**src/igs_regs.svh**
```systemverilog
`ifndef IGS_REGS_SVH
`define IGS_REGS_SVH

// Byte addresses on the register bus
`define IGS_OFS_SRC_MASK 8'hA8
`define IGS_OFS_PWR_CTRL 8'hAC
`define IGS_OFS_MASK_BIT 8'hB0
`define IGS_OFS_STATUS 8'hB4

// Source mask fields
`define IGS_BIT_GLOBAL 7
`define IGS_BIT_TIMER2 5
`define IGS_BIT_SERIAL 4
`define IGS_BIT_TIMER1 3
`define IGS_BIT_EXT1 2
`define IGS_BIT_TIMER0 1
`define IGS_BIT_EXT0 0
`define IGS_MASK_IMPL 8'hBF
`define IGS_MASK_RST 8'h00

// Power control fields
`define IGS_BIT_DOZE 0
`define IGS_BIT_DEEP 1
`define IGS_BIT_UFLAG0 2
`define IGS_BIT_UFLAG1 3
`define IGS_PWR_RST 4'h0

// Bit access register fields
`define IGS_BITOP_IDX_HI 2
`define IGS_BITOP_VAL 3

// Timing
`define IGS_CLK_PERIOD_NS 20
`define IGS_OSC_PER_MACH 12
`define IGS_RST_MACH_CYCLES 2
`define IGS_RST_HOLD_CYC (`IGS_RST_MACH_CYCLES * `IGS_OSC_PER_MACH)
`define IGS_SETTLE_TIME_NS 10000
`define IGS_SETTLE_CYC ((`IGS_SETTLE_TIME_NS + `IGS_CLK_PERIOD_NS - 1) / `IGS_CLK_PERIOD_NS)

`endif

```
**src/igs_pkg.sv**
```systemverilog
package igs_pkg;
    // Operating modes of the sleep controller
    typedef enum logic [2:0] {
        IGS_RUN,
        IGS_DOZE,
        IGS_DEEP,
        IGS_RESTART,
        IGS_SETTLE
    } igs_mode_t;
endpackage

```
**src/igs_pin_sync.sv**
```systemverilog
`timescale 1ns/100ps
// Three-stage pin synchroniser; the clean level moves only once stages two and three agree
module igs_pin_sync #(
    parameter int WIDTH = 1,
    parameter logic [WIDTH-1:0] RST_VAL = '0
) (
    input wire logic ref_clk_i,
    input wire logic sys_rst_i,
    input wire logic [WIDTH-1:0] pin_i,
    output logic [WIDTH-1:0] level_o
);
    genvar g;
    generate
        for (g = 0; g < WIDTH; g = g + 1) begin : g_bit
            logic s1_q; // Metastable stage, read only by s2_q
            logic s2_q;
            logic s3_q;
            logic lvl_q;
            // Shift chain and agreement filter
            always_ff @(posedge ref_clk_i) begin
                if (sys_rst_i) begin
                    s1_q <= RST_VAL[g];
                    s2_q <= RST_VAL[g];
                    s3_q <= RST_VAL[g];
                    lvl_q <= RST_VAL[g];
                end else begin
                    s1_q <= pin_i[g];
                    s2_q <= s1_q;
                    s3_q <= s2_q;
                    if (s2_q == s3_q) begin
                        lvl_q <= s3_q;
                    end
                end
            end
            assign level_o[g] = lvl_q;
        end
    endgenerate
endmodule

```
**src/igs_sleep_ctrl.sv**
```systemverilog
// Design decision made here: register access over Avalon-MM.
`timescale 1ns/100ps
`include "igs_regs.svh"
// What this block does
// - Global gate bit seven blocks every source, not owed wake interrupts
// - Per-source enable bits at fixed positions
// - Mask resets zero, bit and byte access
// - Doze-setting instruction completes, then Idle
// - Idle stops CPU clock, peripherals keep running
// - Idle keeps CPU state and port levels
// - Idle holds both bus strobes high
// - Enabled interrupt clears doze, ends Idle
// - Return resumes after the Idle instruction
// - Reset pin held 24 periods resets
// - Power-down stops the oscillator
// - Registers retain values through power-down
// - Only reset or enabled external pin wakes
// - Pin low restarts oscillator, release exits
// - Either pin restarts, first release exits
// - Return resumes after power-down instruction
// - Deep sleep bit enters, reset clears it
// - Two user flags freely read and written
module igs_sleep_ctrl (
    input wire logic ref_clk_i,
    input wire logic sys_rst_i,
    input wire logic [7:0] avs_address_i,
    input wire logic avs_read_i,
    input wire logic avs_write_i,
    input wire logic [31:0] avs_writedata_i,
    input wire logic [3:0] avs_byteenable_i,
    output logic [31:0] avs_readdata_o,
    output logic avs_waitrequest_o,
    input wire logic timer0_irq_i,
    input wire logic timer1_irq_i,
    input wire logic serial_irq_i,
    input wire logic timer2_irq_i,
    input wire logic wake_pin_0_n_i,
    input wire logic wake_pin_1_n_i,
    input wire logic reset_pin_i,
    input wire logic core_addr_latch_strobe_i,
    input wire logic core_program_fetch_strobe_i,
    input wire logic irq_ack_i,
    output logic cpu_clk_en_o,
    output logic periph_clk_en_o,
    output logic osc_run_o,
    output logic port_hold_o,
    output logic addr_latch_strobe_o,
    output logic program_fetch_strobe_o,
    output logic irq_req_o,
    output logic [2:0] irq_id_o
);
    // Reset pin and wake pins arrive from the board
    logic [2:0] pin_lvl; // {reset pin, wake 1 level, wake 0 level}
    logic rst_cnt_hit;
    logic soft_rst;
    logic [4:0] rst_cnt_q; // Reset pin hold counter
    logic [7:0] mask_q; // Source mask register
    logic [7:0] mask_d;
    logic doze_q; // Power control bits
    logic deep_q;
    logic [1:0] uflag_q;
    logic [1:0] wake_pend_q; // Wake interrupts still owed to the core
    logic [1:0] wake_seen_q; // Pins seen low during restart
    logic [9:0] settle_q; // Oscillator settle counter
    igs_pkg::igs_mode_t mode_q;
    igs_pkg::igs_mode_t mode_d;
    logic wait_q; // Bus answer state, high while idle
    logic [31:0] rdata_q;
    logic cpu_en_q;
    logic periph_en_q;
    logic osc_q;
    logic hold_q;
    logic ale_q;
    logic fetch_q;
    logic irq_q;
    logic [2:0] id_q;

    // Pin synchroniser; low-active wake pins idle high
    igs_pin_sync #(
        .WIDTH(3),
        .RST_VAL(3'h3)
    ) u_pin_sync (
        .ref_clk_i(ref_clk_i),
        .sys_rst_i(sys_rst_i),
        .pin_i({reset_pin_i, wake_pin_1_n_i, wake_pin_0_n_i}),
        .level_o(pin_lvl)
    );

    // The oscillator keeps running in Idle, so the pin is reset once it has been held high for 24 counted cycles
    assign rst_cnt_hit = (rst_cnt_q == 5'(`IGS_RST_HOLD_CYC));
    assign soft_rst = sys_rst_i | rst_cnt_hit;

    // Count cycles of the reset pin held high; saturates so reset holds on
    always_ff @(posedge ref_clk_i) begin
        if (sys_rst_i || !pin_lvl[2]) begin
            rst_cnt_q <= 5'h00;
        end else if (!rst_cnt_hit) begin
            rst_cnt_q <= rst_cnt_q + 5'h01;
        end
    end

    // Source activity, same bit order as the mask
    wire ext0_low = !pin_lvl[0];
    wire ext1_low = !pin_lvl[1];
    wire [5:0] src_active = {timer2_irq_i, serial_irq_i, timer1_irq_i,
                             ext1_low, timer0_irq_i, ext0_low};
    // Each source passes only with its own bit and the global gate
    wire [5:0] src_accept = src_active & mask_q[5:0] & {6{mask_q[`IGS_BIT_GLOBAL]}};
    wire any_accept = |src_accept;
    // Only the external pins may wake from power-down
    wire [1:0] wake_en = {mask_q[`IGS_BIT_EXT1], mask_q[`IGS_BIT_EXT0]}
                         & {2{mask_q[`IGS_BIT_GLOBAL]}};
    wire [1:0] wake_low = {ext1_low, ext0_low} & wake_en;
    // Exit when a pin seen low has been released
    wire wake_release = |(wake_seen_q & ~{ext1_low, ext0_low});
    wire settle_done = (settle_q == 10'(`IGS_SETTLE_CYC - 1));

    // Bus decode; a request is taken once, on the edge where waitrequest is low
    wire bus_req = avs_read_i | avs_write_i;
    wire bus_take = bus_req & ~wait_q;
    wire wr_lane0 = avs_write_i & bus_take & avs_byteenable_i[0];
    wire hit_mask = (avs_address_i == `IGS_OFS_SRC_MASK);
    wire hit_pwr = (avs_address_i == `IGS_OFS_PWR_CTRL);
    wire hit_bit = (avs_address_i == `IGS_OFS_MASK_BIT);
    wire hit_stat = (avs_address_i == `IGS_OFS_STATUS);
    wire wr_mask = wr_lane0 & hit_mask;
    wire wr_pwr = wr_lane0 & hit_pwr;
    wire wr_bit = wr_lane0 & hit_bit;

    // Single-bit access to the mask
    wire [7:0] bit_sel = 8'h01 << avs_writedata_i[`IGS_BITOP_IDX_HI:0];
    wire [7:0] bit_new = avs_writedata_i[`IGS_BITOP_VAL] ? (mask_q | bit_sel)
                                                         : (mask_q & ~bit_sel);
    // Reserved bit six is never stored
    assign mask_d = wr_mask ? (avs_writedata_i[7:0] & `IGS_MASK_IMPL)
                  : wr_bit ? (bit_new & `IGS_MASK_IMPL)
                  : mask_q;

    // Read multiplexer; unmapped addresses read zero
    wire [31:0] rd_mux = hit_mask ? {24'h000000, mask_q}
                       : hit_pwr ? {28'h0000000, uflag_q, deep_q, doze_q}
                       : hit_stat ? {24'h000000, wake_pend_q, wake_seen_q,
                                     1'b0, 3'(mode_q)}
                       : 32'h00000000;

    // Bus answer: one wait cycle, then waitrequest low for one cycle
    always_ff @(posedge ref_clk_i) begin
        if (sys_rst_i) begin
            wait_q <= 1'b1;
            rdata_q <= 32'h00000000;
        end else if (bus_req && wait_q) begin
            wait_q <= 1'b0;
            rdata_q <= rd_mux;
        end else begin
            wait_q <= 1'b1;
        end
    end

    // Source mask; kept through both sleep modes
    always_ff @(posedge ref_clk_i) begin
        if (soft_rst) begin
            mask_q <= `IGS_MASK_RST;
        end else begin
            mask_q <= mask_d;
        end
    end

    // Power control bits; hardware clears doze and deep on wake or reset
    always_ff @(posedge ref_clk_i) begin
        if (soft_rst) begin
            {uflag_q, deep_q, doze_q} <= `IGS_PWR_RST;
        end else begin
            if (wr_pwr) begin
                uflag_q <= {avs_writedata_i[`IGS_BIT_UFLAG1],
                            avs_writedata_i[`IGS_BIT_UFLAG0]};
            end
            if (mode_q == igs_pkg::IGS_DOZE && any_accept) begin
                doze_q <= 1'b0;
            end else if (wr_pwr) begin
                doze_q <= avs_writedata_i[`IGS_BIT_DOZE];
            end
            if (mode_q == igs_pkg::IGS_SETTLE && settle_done) begin
                deep_q <= 1'b0;
            end else if (wr_pwr) begin
                deep_q <= avs_writedata_i[`IGS_BIT_DEEP];
            end
        end
    end

    // Mode sequencing; deep sleep wins if both bits are written together
    always_comb begin
        mode_d = mode_q;
        case (mode_q)
            igs_pkg::IGS_RUN: begin
                // The writing instruction has completed when its write lands
                if (deep_q) begin
                    mode_d = igs_pkg::IGS_DEEP;
                end else if (doze_q) begin
                    mode_d = igs_pkg::IGS_DOZE;
                end
            end
            igs_pkg::IGS_DOZE: begin
                if (any_accept) begin
                    mode_d = igs_pkg::IGS_RUN;
                end
            end
            igs_pkg::IGS_DEEP: begin
                if (|wake_low) begin
                    mode_d = igs_pkg::IGS_RESTART;
                end
            end
            igs_pkg::IGS_RESTART: begin
                if (wake_release) begin
                    mode_d = igs_pkg::IGS_SETTLE;
                end
            end
            igs_pkg::IGS_SETTLE: begin
                if (settle_done) begin
                    mode_d = igs_pkg::IGS_RUN;
                end
            end
            default: begin
                mode_d = igs_pkg::IGS_RUN;
            end
        endcase
    end

    // Mode register; any reset returns to run
    always_ff @(posedge ref_clk_i) begin
        if (soft_rst) begin
            mode_q <= igs_pkg::IGS_RUN;
        end else begin
            mode_q <= mode_d;
        end
    end

    // Settle counter runs only while settling
    always_ff @(posedge ref_clk_i) begin
        if (soft_rst || mode_q != igs_pkg::IGS_SETTLE) begin
            settle_q <= 10'h000;
        end else if (!settle_done) begin
            settle_q <= settle_q + 10'h001;
        end
    end

    // Remember which pins went low; each owes one interrupt after exit
    always_ff @(posedge ref_clk_i) begin
        if (soft_rst) begin
            wake_seen_q <= 2'h0;
            wake_pend_q <= 2'h0;
        end else begin
            if (mode_q == igs_pkg::IGS_DEEP || mode_q == igs_pkg::IGS_RESTART) begin
                wake_seen_q <= wake_seen_q | wake_low;
            end else if (mode_q == igs_pkg::IGS_RUN) begin
                wake_seen_q <= 2'h0;
            end
            // A new wake beats an acknowledge in the same cycle
            if (mode_q == igs_pkg::IGS_SETTLE && settle_done) begin
                wake_pend_q <= wake_seen_q;
            end else if (irq_ack_i && irq_q) begin
                // Only an acknowledged wake id clears its own owed interrupt
                wake_pend_q <= wake_pend_q & ~{id_q == 3'h2, id_q == 3'h0};
            end
        end
    end

    // Highest priority request: ext0 first, then by bit order
    wire [5:0] req_vec = src_accept | {3'h0, wake_pend_q[1], 1'b0, wake_pend_q[0]};
    wire [2:0] req_id = req_vec[0] ? 3'h0 : req_vec[1] ? 3'h1 : req_vec[2] ? 3'h2
                      : req_vec[3] ? 3'h3 : req_vec[4] ? 3'h4 : 3'h5;
    wire run_next = (mode_d == igs_pkg::IGS_RUN);
    wire stop_next = (mode_d == igs_pkg::IGS_DEEP);

    // Clock gating and pin control follow the next mode, so they move with it
    always_ff @(posedge ref_clk_i) begin
        if (soft_rst) begin
            cpu_en_q <= 1'b1;
            periph_en_q <= 1'b1;
            osc_q <= 1'b1;
            hold_q <= 1'b0;
        end else begin
            cpu_en_q <= run_next;
            periph_en_q <= !stop_next && mode_d != igs_pkg::IGS_RESTART;
            osc_q <= !stop_next;
            hold_q <= !run_next;
        end
    end

    // Strobes pass through in run, sit high in any sleep mode
    always_ff @(posedge ref_clk_i) begin
        if (soft_rst) begin
            ale_q <= 1'b1;
            fetch_q <= 1'b1;
        end else begin
            ale_q <= run_next ? core_addr_latch_strobe_i : 1'b1;
            fetch_q <= run_next ? core_program_fetch_strobe_i : 1'b1;
        end
    end

    // The core is frozen, not reset, so its return address is the next one
    always_ff @(posedge ref_clk_i) begin
        if (soft_rst) begin
            irq_q <= 1'b0;
            id_q <= 3'h0;
        end else begin
            irq_q <= run_next && (|req_vec);
            id_q <= req_id;
        end
    end

    assign avs_waitrequest_o = wait_q;
    assign avs_readdata_o = rdata_q;
    assign cpu_clk_en_o = cpu_en_q;
    assign periph_clk_en_o = periph_en_q;
    assign osc_run_o = osc_q;
    assign port_hold_o = hold_q;
    assign addr_latch_strobe_o = ale_q;
    assign program_fetch_strobe_o = fetch_q;
    assign irq_req_o = irq_q;
    assign irq_id_o = id_q;
endmodule

```
**config.mk**
```make
export PLATFORM = sky130hd
export DESIGN_NAME = igs_sleep_ctrl
export DESIGN_NICKNAME = d
export VERILOG_FILES = /design/src/igs_pkg.sv /design/src/igs_pin_sync.sv /design/src/igs_sleep_ctrl.sv
export VERILOG_INCLUDE_DIRS = /design/src /design/src/src
export SDC_FILE = /design/constraint.sdc
export NUM_CORES = 1
export LEC_CHECK = 0
export ABC_CLOCK_PERIOD_IN_PS = 1700
export BUFFER_PORTS_ARGS = -buffer_cell sky130_fd_sc_hd__buf_2
export CAP_MARGIN = 20
export CELL_PAD_IN_SITES_DETAIL_PLACEMENT = 0
export CELL_PAD_IN_SITES_GLOBAL_PLACEMENT = 1
export CORE_MARGIN = 5
export CORE_UTILIZATION = 32
export CTS_CLUSTER_DIAMETER = 40
export DETAILED_ROUTE_END_ITERATION = 10
export PLACE_DENSITY = 0.81
export SYNTH_ARGS = -nofsm -noshare
export SYNTH_HDL_FRONTEND = slang
export SYNTH_SLANG_ARGS = --single-unit
```
**constraint.sdc**
```tcl
create_clock -name ref_clk_i -period 1.7 [get_ports ref_clk_i]
set_clock_uncertainty 0.15 [all_clocks]
set_input_delay 0.17 -clock ref_clk_i [delete_from_list [all_inputs] [get_ports ref_clk_i]]
set_output_delay 0.17 -clock ref_clk_i [all_outputs]
set_load 0.01 [all_outputs]
```
Word level (Yosys, flattened, before mapping)
Cells that the tools add are included.
{"block": "word_totals", "mem_bits_rw": 0, "wordCells": 128, "mem_bits_ro": 0, "ff_bits": 88, "n_memories": 0, "latch_bits": 0, "inputBits": 58}
{"block": "classes", "n_bitwise": 23, "multipliers": 0, "reduce_logical": 30, "n_addsub": 2, "shift": 1, "n_div": 0, "mux": 22, "magnitude_cmp": 0, "eq_ne": 17}
{"operator": "8-bit 2-to-1 mux", "n": 6}
{"operator": "8-bit equality test (second input constant)", "n": 4}
{"operator": "3-bit 2-to-1 mux", "n": 6}
{"operator": "3-bit case mux with 5 select lines", "n": 1}
{"operator": "6-bit AND", "n": 2}
{"operator": "3-bit by 2-bit equality test with 1-bit output (second input constant)", "n": 4}
{"operator": "2-bit 2-to-1 mux", "n": 6}
{"operator": "2-bit OR reduction", "n": 6}
{"operator": "6-bit OR reduction", "n": 2}
{"operator": "10-bit by 1-bit adder with 10-bit output (second input constant)", "n": 1}
{"operator": "10-bit by 9-bit equality test with 1-bit output (second input constant)", "n": 1}
{"operator": "3-bit zero test", "n": 3}
{"operator": "2-bit AND", "n": 4}
{"operator": "8-bit AND", "n": 1}
{"operator": "8-bit inverter", "n": 1}
{"operator": "8-bit OR", "n": 1}
{"operator": "1-bit by 3-bit << shifter with 8-bit output (first input constant)", "n": 1}
{"operator": "1-bit AND", "n": 6}
{"operator": "1-bit logical AND", "n": 6}
{"operator": "6-bit by 3-bit OR with 6-bit output", "n": 1}
{"operator": "2-bit nonzero test", "n": 3}
{"operator": "5-bit by 1-bit adder with 5-bit output (second input constant)", "n": 1}
{"operator": "5-bit equality test (second input constant)", "n": 1}
{"operator": "1-bit zero test", "n": 5}
{"operator": "other kinds (13)", "n": 22}

Depth between registers and ports, before layout
Gate-level depths: netlist of run 1.
{"block": "depth", "word_depth": 9, "depth_mapped": 7, "ltp_nobuf": 6}

Cells and area by module
A second synthesis of run 1 with hierarchy kept.
{"block": "unflattened", "hier_cells": 346, "hier_area_um2": 3045.4}
{"mod": "igs_sleep_ctrl", "area_each_um2": 2666.3, "n_inst": 1, "cells_each": 312, "seq_area_each_um2": 1041.0}
{"mod": "igs_pin_sync", "area_each_um2": 379.1, "n_inst": 1, "cells_each": 34, "seq_area_each_um2": 240.2}

Least setup slack after synthesis of run 1
OpenSTA, ideal clock, no wires.
{"block": "synth_path", "path_type": "register -> register", "start": "reg settle_q[0]", "end": "reg wake_pend_q[1]", "arrival_time_ns": 1.469, "slack_ns": -0.034, "stages_incl_launch_ff": 7, "required_time_ns": 1.435, "path_cell_list": "dfxtp_1 > ha_1 > nor4b_4 > nand4_4 > nor4_4 > mux2i_1 > nor2_2"}
{"block": "synth_between", "elab_chain_len": 3, "elab_cells_between_ends": 4}
{"item": "from (decl)", "line": "igs_sleep_ctrl.sv:64", "text": "logic [9:0] settle_q;"}
{"item": "from (signal assigned)", "line": "igs_sleep_ctrl.sv:242", "text": "settle_q <= settle_q + 10'h001;"}
{"item": "10-bit by 9-bit equality test with 1-bit output (*)", "line": "igs_sleep_ctrl.sv:116", "text": "wire settle_done = (settle_q == 10'(`IGS_SETTLE_CYC - 1));"}
{"item": "1-bit logical AND (*)", "line": "igs_sleep_ctrl.sv:258", "text": "if (mode_q == igs_pkg::IGS_SETTLE && settle_done) begin"}
{"item": "2-bit 2-to-1 mux or 2-bit nonzero test (tied branches)"}
{"item": "to (signal assigned)", "line": "igs_sleep_ctrl.sv:259", "text": "wake_pend_q <= wake_seen_q;"}
{"item": "to (signal assigned)", "line": "igs_sleep_ctrl.sv:262", "text": "wake_pend_q <= wake_pend_q & ~{id_q == 3'h2, id_q == 3'h0};"}
{"item": "to (decl)", "line": "igs_sleep_ctrl.sv:62", "text": "logic [1:0] wake_pend_q;"}
Every way passes the cells marked *; elsewhere a longest branch is shown, timed or not.
A chain may end at the register's enable or synchronous reset.

Worst setup path in the final report of run 1
{"block": "layout_path", "start": "reg mode_q[0]", "end": "reg ale_q (netlist: addr_latch_strobe_o)"}
{"block": "layout_between", "elab_chain_len": 6, "elab_cells_between_ends": 15}
{"item": "from (decl)", "line": "igs_sleep_ctrl.sv:65", "text": "igs_pkg::igs_mode_t mode_q;"}
{"item": "from (signal assigned)", "line": "igs_sleep_ctrl.sv:231", "text": "mode_q <= igs_pkg::IGS_RUN;"}
{"item": "from (signal assigned)", "line": "igs_sleep_ctrl.sv:233", "text": "mode_q <= mode_d;"}
{"item": "3-bit 2-to-1 mux", "line": "igs_sleep_ctrl.sv:198", "text": "end else if (doze_q) begin"}
{"item": "3-bit 2-to-1 mux", "line": "igs_sleep_ctrl.sv:196", "text": "if (deep_q) begin"}
{"item": "3-bit case mux with 5 select lines (*)", "line": "igs_sleep_ctrl.sv:193", "text": "case (mode_q)"}
{"item": "3-bit zero test (*)", "line": "igs_sleep_ctrl.sv:271", "text": "wire run_next = (mode_d == igs_pkg::IGS_RUN);"}
{"item": "1-bit inverter (no source line) (*)"}
{"item": "2-bit OR reduction (no source line) (*)"}
{"item": "to (signal assigned)", "line": "igs_sleep_ctrl.sv:295", "text": "ale_q <= run_next ? core_addr_latch_strobe_i : 1'b1;"}
{"item": "to (decl)", "line": "igs_sleep_ctrl.sv:73", "text": "logic ale_q;"}
Marks and branches as above.

==> run_results.csv, run 1 <==
group,metric,value,unit
synth,synthesis.instances,337,
synth,synth_most_common_cell,"dfxtp_1",
clock_tree,cts.sink_count,64,
global_route,grt_util_all_layers,0.131,
floorplan,die_w,107,microns
clock_tree,clk_pin_slew,0.07,ns
sta,fmax,0.595,GHz
power_and_ir_drop,peakVddDrop,0.297,mV
routing,drt-pass1-iter-count,4,
clock_tree,tritoncts,"built",
floorplan,fp.dieH,107,microns
power_and_ir_drop,p_leak,1.60,nW
global_route,grt_pass1_wl,11.9,mm
placed_design,place_area,0.00351,sq mm
critical_path,crit_path_end_kind,"register",
placed_design,hpwlAfterDp,5.62,mm
synth,yosysWarnings,0,
clock_tree,clk_path_buf_depth,2,
synth,async_flop_share,0,
hold_path,hp-start,"avs_writedata_i[3]",
clock_tree,cts_buffers,9,
critical_path,r2r-end,"addr_latch_strobe_o",
routing,vias,2599,
job,drv_cap,0,
synth,synth_top_area_frac,0.426,
clock_tree,clock_latency,0.34,ns
critical_path,r2r-start,"mode_q[0]",
layout,antenna_cells,0,
synth,yosys_register_bits,64,
sta,hold_viol,0,
floorplan,floorplan.die_area,0.0114,sq mm
power_and_ir_drop,power_switching_share,0.246,
global_route,grt_pass1_vias,2549,
synth,ys_seq_area_frac,0.426,
critical_path,r2r_setup_slack,0.02,ns
global_route,grt_max_degree,22,
critical_path,cp_num_buf_inv,1,
synth,synth_edf_count,0,
sta,maxSlewHeadroom,0.554,
routing,wl_per_cell,13.6,microns
clock_tree,root_buffer,"clkbuf_8",
clock_tree,htreeDepth,3,
status,status,"completed",
sta,min_period,1.68,ns
synth,synth_largest_area_cell,"dfxtp_1",
layout,syn2layout_area_growth,30.1,%
floorplan,ios,101,
critical_path,critPathSlowestCell,"dfxtp_2",
synth,avgSynthCellArea,8.92,sq um
floorplan,core_area,0.00920,sq mm
power_and_ir_drop,cell_internal_pwr,0.00229,W
power_and_ir_drop,pwr-share-comb,0.074,
layout,layout-drive-gt1-share,0.321,
sta,setup_viol,0,
layout,post-route-cell-area,0.00391,sq mm
routing,antenna_left,0,
power_and_ir_drop,power_frac_clock,0.423,
routing,drt_iter0_drc,134,
critical_path,path_max_fanout,3,
synth,yosysUniqueCellTypes,56,
synth,ys.flop_type,"dfxtp_1",
power_and_ir_drop,p_per_area,777,mW/mm^2
routing,drc_errors,0,
hold_path,hold_depth,3,
layout,nFillCells,914,
floorplan,num_rows,35,
synth,synth_common_cells,"64 x dfxtp_1, 39 x nor2_1, 25 x buf_4",
placed_design,io_buffers,48,
sta,rsz0062_at_grt,"yes",
synth,synth_area,0.00301,sq mm
sta,drv_slew,0,
global_route,overflow,0,
critical_path,cpLargestDelayFamily,"simple AND/OR/NAND/NOR gates",
routing,via_per_inst,4.75,
critical_path,cp.arrival,1.77,ns
placed_design,gp_congestion,0.831,
layout,finalNetCount,492,
critical_path,worstSetupStartpointType,"register",
critical_path,cp.required,1.79,ns
critical_path,cp_cell_sequence,"nor3b_1 -> buf_4 -> nor2b_2 -> a31oi_4 -> nand4_1 -> or2_1",
sta,setup_tns,0,ns
critical_path,crit_path_max_incr_delay,0.32,ns
hold_path,min_path_type,"input port to register",
power_and_ir_drop,p_sw,0.000747,W
synth,yosys-top-cells-area,"dfxtp_1 43%, buf_4 6.2%, nor2_1 4.9%, mux2i_1 4.3%, a21oi_1 3.2%",
routing,wl,7.46,mm
sta,worst_pin_slew,0.665,ns
critical_path,reg2reg_depth,6,
sta,fin_crit_sh,0.989,
critical_path,crit_type,"register to register",
floorplan,start_util,0.327,
global_route,antenna_found_initial,0,
power_and_ir_drop,p_seq_frac,0.503,
-- kinds of logic after synthesis --
| logic type | synth area share |
|---|---|
| buffers and inverters | 0.0891 |
| adder cells (fa/ha/maj) | 0.0125 |
| multiplexers | 0.0433 |
| XOR/XNOR | 0.0350 |
| AND/OR/NAND/NOR | 0.248 |
| flip-flops | 0.426 |
| AO/OA/AOI/OAI | 0.144 |
| other | 0.00125 |
-- final cells by class --
type	instances	area [sq um]	share of cell area
multi-input cells	252	1640	0.421
flip-flops and latches	64	1290	0.329
well taps	111	139	0.0355
repair buffers	93	602	0.154
clock buffers	9	124	0.0317
inverters	11	41.3	0.0106
clock inverters	7	72.6	0.0186
-- worst max-delay path by stage --
stage,from,to,cells after the start
2_1_floorplan,settle_q[0],wake_pend_q[1],6
5_1_grt,settle_q[0],wake_pend_q[1],6
3_3_place_gp,rst_cnt_q[0],settle_q[0],6
4_1_cts,rst_cnt_q[0],irq_id_o[2],6
3_5_place_dp,rst_cnt_q[0],settle_q[0],6
6_report,mode_q[0],addr_latch_strobe_o,6
-- worst register-to-register path, stage by stage, from the launching register on --
cell     delay [ns]
dfxtp_2        0.32
nor3b_1        0.14
buf_4          0.15
nor2b_2        0.17
a31oi_4        0.20
nand4_1        0.19
or2_1          0.26
-- power by group through the flow --
stage	sequential, W	combinational [W]	clock, W
after global routing	0.00153	0.000247	0.00138
after floorplan	0.00157	0.000149	0
after CTS	0.00153	0.000218	0.00131
after global placement	0.00156	0.000200	0
final	0.00153	0.000224	0.00128
after detailed placement	0.00156	0.000201	0
-- metrics by stage --
stage	hold WS, ns	total power, W	worst slack, ns	instances	util
detailed placement	0.204	0.00176	-0.0901	521	0.382
finish	0.0446	0.00304	0.0188	547	0.425
CTS	0.0279	0.00306	0.00805	546	0.416
global placement	0.201	0.00176	-0.0211	521	0.382
global route	0.0571	0.00315	-0.103	547	0.425
floorplan	0.0916	0.00172	-0.0267	360	-
-- per-layer routing --
layer | share of wire | global-route usage | up-vias
met2 | 0.51 | 0.228 | 48
met1 | 0.42 | 0.152 | 1212
met4 | 0.014 | 0.0584 | 0
met5 | 0 | 0 | -
li1 | - | - | 1329
met3 | 0.050 | 0.0319 | 10
-- timing repair --
| item | 4_1_cts | 5_1_grt |
|---|---|---|
| buffers inserted | 1 | 1 |
| endpoints found under the setup margin | 17 | 16 |
| endpoints found under the hold margin | 8 | 0 |
| pin swaps | 4 | 5 |
| resized for setup | 8 | 17 |
| hold buffers | 8 | 0 |
-- placed cells by master (no fill, tap or decap), drive strengths merged, types with 5 or more instances in the layout --
master | synthesis | layout
a31oi | 6 | 6
xnor2 | 5 | 5
nor2b | 9 | 9
xor2 | 7 | 7
nand2 | 20 | 20
inv | 11 | 11
o21ai | 13 | 13
dlygate4sd3 | 0 | 8
conb | 1 | 24
buf | 26 | 85
nand4 | 8 | 8
clkbuf | 7 | 9
a21oi | 19 | 19
nor2 | 41 | 41
nand3 | 12 | 12
nor3 | 14 | 14
dfxtp | 64 | 64
mux2i | 13 | 13
or2 | 9 | 9
nand2b | 6 | 6
(Power assumes the default switching activity.)
==> run 2, diff against run 1 <==
--- a/config.mk
+++ b/config.mk
@@ -15,7 +15,8 @@
 export CORE_UTILIZATION = 32
 export CTS_CLUSTER_DIAMETER = 40
 export DETAILED_ROUTE_END_ITERATION = 10
-export PLACE_DENSITY = 0.81
+export PLACE_DENSITY = 0.8
 export SYNTH_ARGS = -nofsm -noshare
 export SYNTH_HDL_FRONTEND = slang
+export SYNTH_HIERARCHICAL = 1
 export SYNTH_SLANG_ARGS = --single-unit
==> run_results.csv, run 2 <==
group,metric,value,unit
status,status,"complete, but fails checks",
status,violations,"negative setup slack",
routing,vias,2687,
synth,synth_compound_area_frac,0.152,
synth,ys.flop_type,"dfxtp_1",
clock_tree,cts_buffers,9,
global_route,grt_util_all_layers,0.129,
synth,ys_seq_area_frac,0.421,
placed_design,gp_congestion,0.906,
clock_tree,cts.sink_count,64,
global_route,grt_max_degree,14,
placed_design,place_ws,-0.132,ns
global_route,overflow,0,
floorplan,floorplan.die_area,0.0116,sq mm
layout,finalNetCount,514,
sta,hold_viol,0,
routing,antenna_left,0,
clock_tree,clock_latency,0.34,ns
sta,layout_setup_ws,-0.0557,ns
job,drv_cap,0,
clock_tree,htreeDepth,3,
synth,async_flop_share,0,
hold_path,min_path_type,"input port to register",
sta,worst_pin_slew,0.713,ns
critical_path,cp.arrival,1.84,ns
sta,min_period,1.76,ns
power_and_ir_drop,p_leak,1.68,nW
sta,fmax,0.570,GHz
sta,worst_hold_slack,0.0329,ns
synth,synthesis.instances,346,
critical_path,r2r_setup_slack,-0.06,ns
synth,synth_mux_area_frac,0.0267,
critical_path,path_max_fanout,3,
clock_tree,root_buffer,"clkbuf_8",
synth,yosysWarnings,6,
hold_path,hp-start,"avs_writedata_i[3]",
routing,drc_errors,0,
routing,drt_iter0_drc,97,
synth,synth_common_cells,"64 x dfxtp_1, 44 x nor2_1, 27 x buf_4",
layout,final_cell_mix,"60 x dfxtp_1, 56 x buf_4, 48 x buf_2",
critical_path,cp.required,1.78,ns
floorplan,ios,101,
routing,via_per_inst,4.58,
synth,synth_area,0.00305,sq mm
critical_path,crit_type,"register to register",
global_route,antenna_found_initial,0,
critical_path,cp_cell_sequence,"nand3b_1 -> nand4b_1 -> nor3b_2 -> mux2_4 -> o21a_1",
global_route,grt_pass1_wl,12.0,mm
synth,synth_top_family_by_area,"simple AND/OR/NAND/NOR gates",
synth,synth_adder_area_share,0.0123,
routing,drt-pass1-iter-count,4,
placed_design,io_buffers,48,
sta,fin_crit_sh,1.03,
clock_tree,tritoncts,"built",
synth,synth_largest_area_cell,"dfxtp_1",
layout,final_common_cell,"dfxtp_1",
sta,setup_tns,-0.237,ns
synth,synth_most_common_cell,"dfxtp_1",
placed_design,place_area,0.00366,sq mm
floorplan,fp.dieH,108,microns
hold_path,hold_depth,3,
layout,nFillCells,897,
floorplan,start_util,0.330,
critical_path,crit_path_end_kind,"register",
critical_path,r2r-start,"avs_waitrequest_o",
critical_path,reg2reg_depth,5,
sta,drv_slew,0,
placed_design,hpwlAfterDp,5.55,mm
layout,antenna_cells,0,
sta,maxSlewHeadroom,0.519,
critical_path,crit_path_max_incr_delay,0.32,ns
critical_path,crit_path_start,"avs_waitrequest_o",
synth,yosys-top-cells-area,"dfxtp_1 42%, buf_4 6.7%, nor2_1 5.4%, a21oi_1 3.1%, nand2_1 2.3%",
synth,yosysUniqueCellTypes,58,
floorplan,core_area,0.00924,sq mm
layout,syn2layout_area_growth,35.5,%
synth,synth_top_area_frac,0.421,
layout,post-route-cell-area,0.00413,sq mm
clock_tree,clk_pin_slew,0.07,ns
synth,yosys_register_bits,64,
synth,avgSynthCellArea,8.80,sq um
synth,synth-xor-area-share,0.0345,
synth,yosys.area_share.simple,0.256,
sta,rsz0062_at_grt,"yes",
global_route,grt_pass1_vias,2604,
sta,setup_viol,7,
routing,wl,7.49,mm
routing,wl_per_cell,12.8,microns
power_and_ir_drop,p_per_area,779,mW/mm^2
clock_tree,clk_path_buf_depth,2,
floorplan,num_rows,35,
critical_path,critPathSlowestCell,"dfxtp_2",
critical_path,worstSetupStartpointType,"register",
power_and_ir_drop,peakVddDrop,0.331,mV
floorplan,die_w,108,microns
layout,layout-drive-gt1-share,0.325,
synth,synth_edf_count,0,
-- run 2: cell types whose count changed in the layout (fill, tap and decap cells not counted), moves of 4 or more --
cell     before  now
o21ai_0      12    7
nand3_1       9   14
or2_2         7    0
buf_4        36   56
mux2i_1      13    6
nor2_1       37   42
inv_1        11    5
or3_1         0    4
or2_1         2    6
-- run 2: per-stage QoR --
stage	power [W]	utilization	std cells
finish	0.00321	0.447	587
global route	0.00335	0.447	587
CTS	0.00325	0.435	583
detailed placement	0.00180	0.396	554
global placement	0.00180	0.396	554
floorplan	0.00174	-	369
-- run 2: repair_timing --
| action | CTS | global route |
|---|---|---|
| gates resized for setup | 8 | 18 |
| buffers inserted | 4 | 5 |
| hold endpoints to repair | 8 | 0 |
| pin swaps | 6 | 7 |
| hold buffers | 9 | 0 |
| endpoints found under the setup margin | 8 | 24 |
-- run 2: cell families (layout without fill, tap and decap cells) --
group / count (synthesis) / count (layout)
simple gates: 144 / 144
compound gates: 67 / 67
flops: 64 / 64
buf+inv: 47 / 136
xor+xnor: 12 / 12
mux: 8 / 8
fa+ha+maj: 3 / 3
other cells: 1 / 24
-- run 2: worst max-delay path: cells and delay by family, from the launching register on --
kind             cells  cell delay (ns)
AO/OA/AOI/OAI        1             0.17
flip-flops           1             0.32
multiplexers         1             0.32
AND/OR/NAND/NOR      3             0.70
-- run 2: per-layer routing --
metal,GRT usage,up-vias,part of all wire
li1,-,1373,-
met2,0.212,70,0.47
met3,0.0414,15,0.073
met1,0.160,1229,0.44
met5,0,-,0
met4,0.0415,0,0.017
-- run 2: layout make-up --
type / instances / area [sq um] / area share
Sequential cell: 64 / 1290 / 0.312
Multi-Input combinational cell: 258 / 1670 / 0.406
Clock inverter: 3 / 65.1 / 0.0158
Inverter: 5 / 18.8 / 0.00455
Timing Repair Buffer: 115 / 773 / 0.187
Tap cell: 129 / 161 / 0.0391
Clock buffer: 13 / 149 / 0.0361
-- run 2: final timing paths --
kind                                                 end
worst max register to register                  register
worst min register to register  u_pin_sync/g_bit[0].s2_q
worst min-delay path                            register
worst max-delay path                            register
-- run 2: power by group --
group          switching (W)  leakage [nW]  total, W  internal [W]
Combinational       0.000148          1.06  0.000262      0.000114
Sequential         0.0000104         0.521   0.00154       0.00153
Clock               0.000551         0.108   0.00142      0.000866
Total               0.000709          1.68   0.00321       0.00251
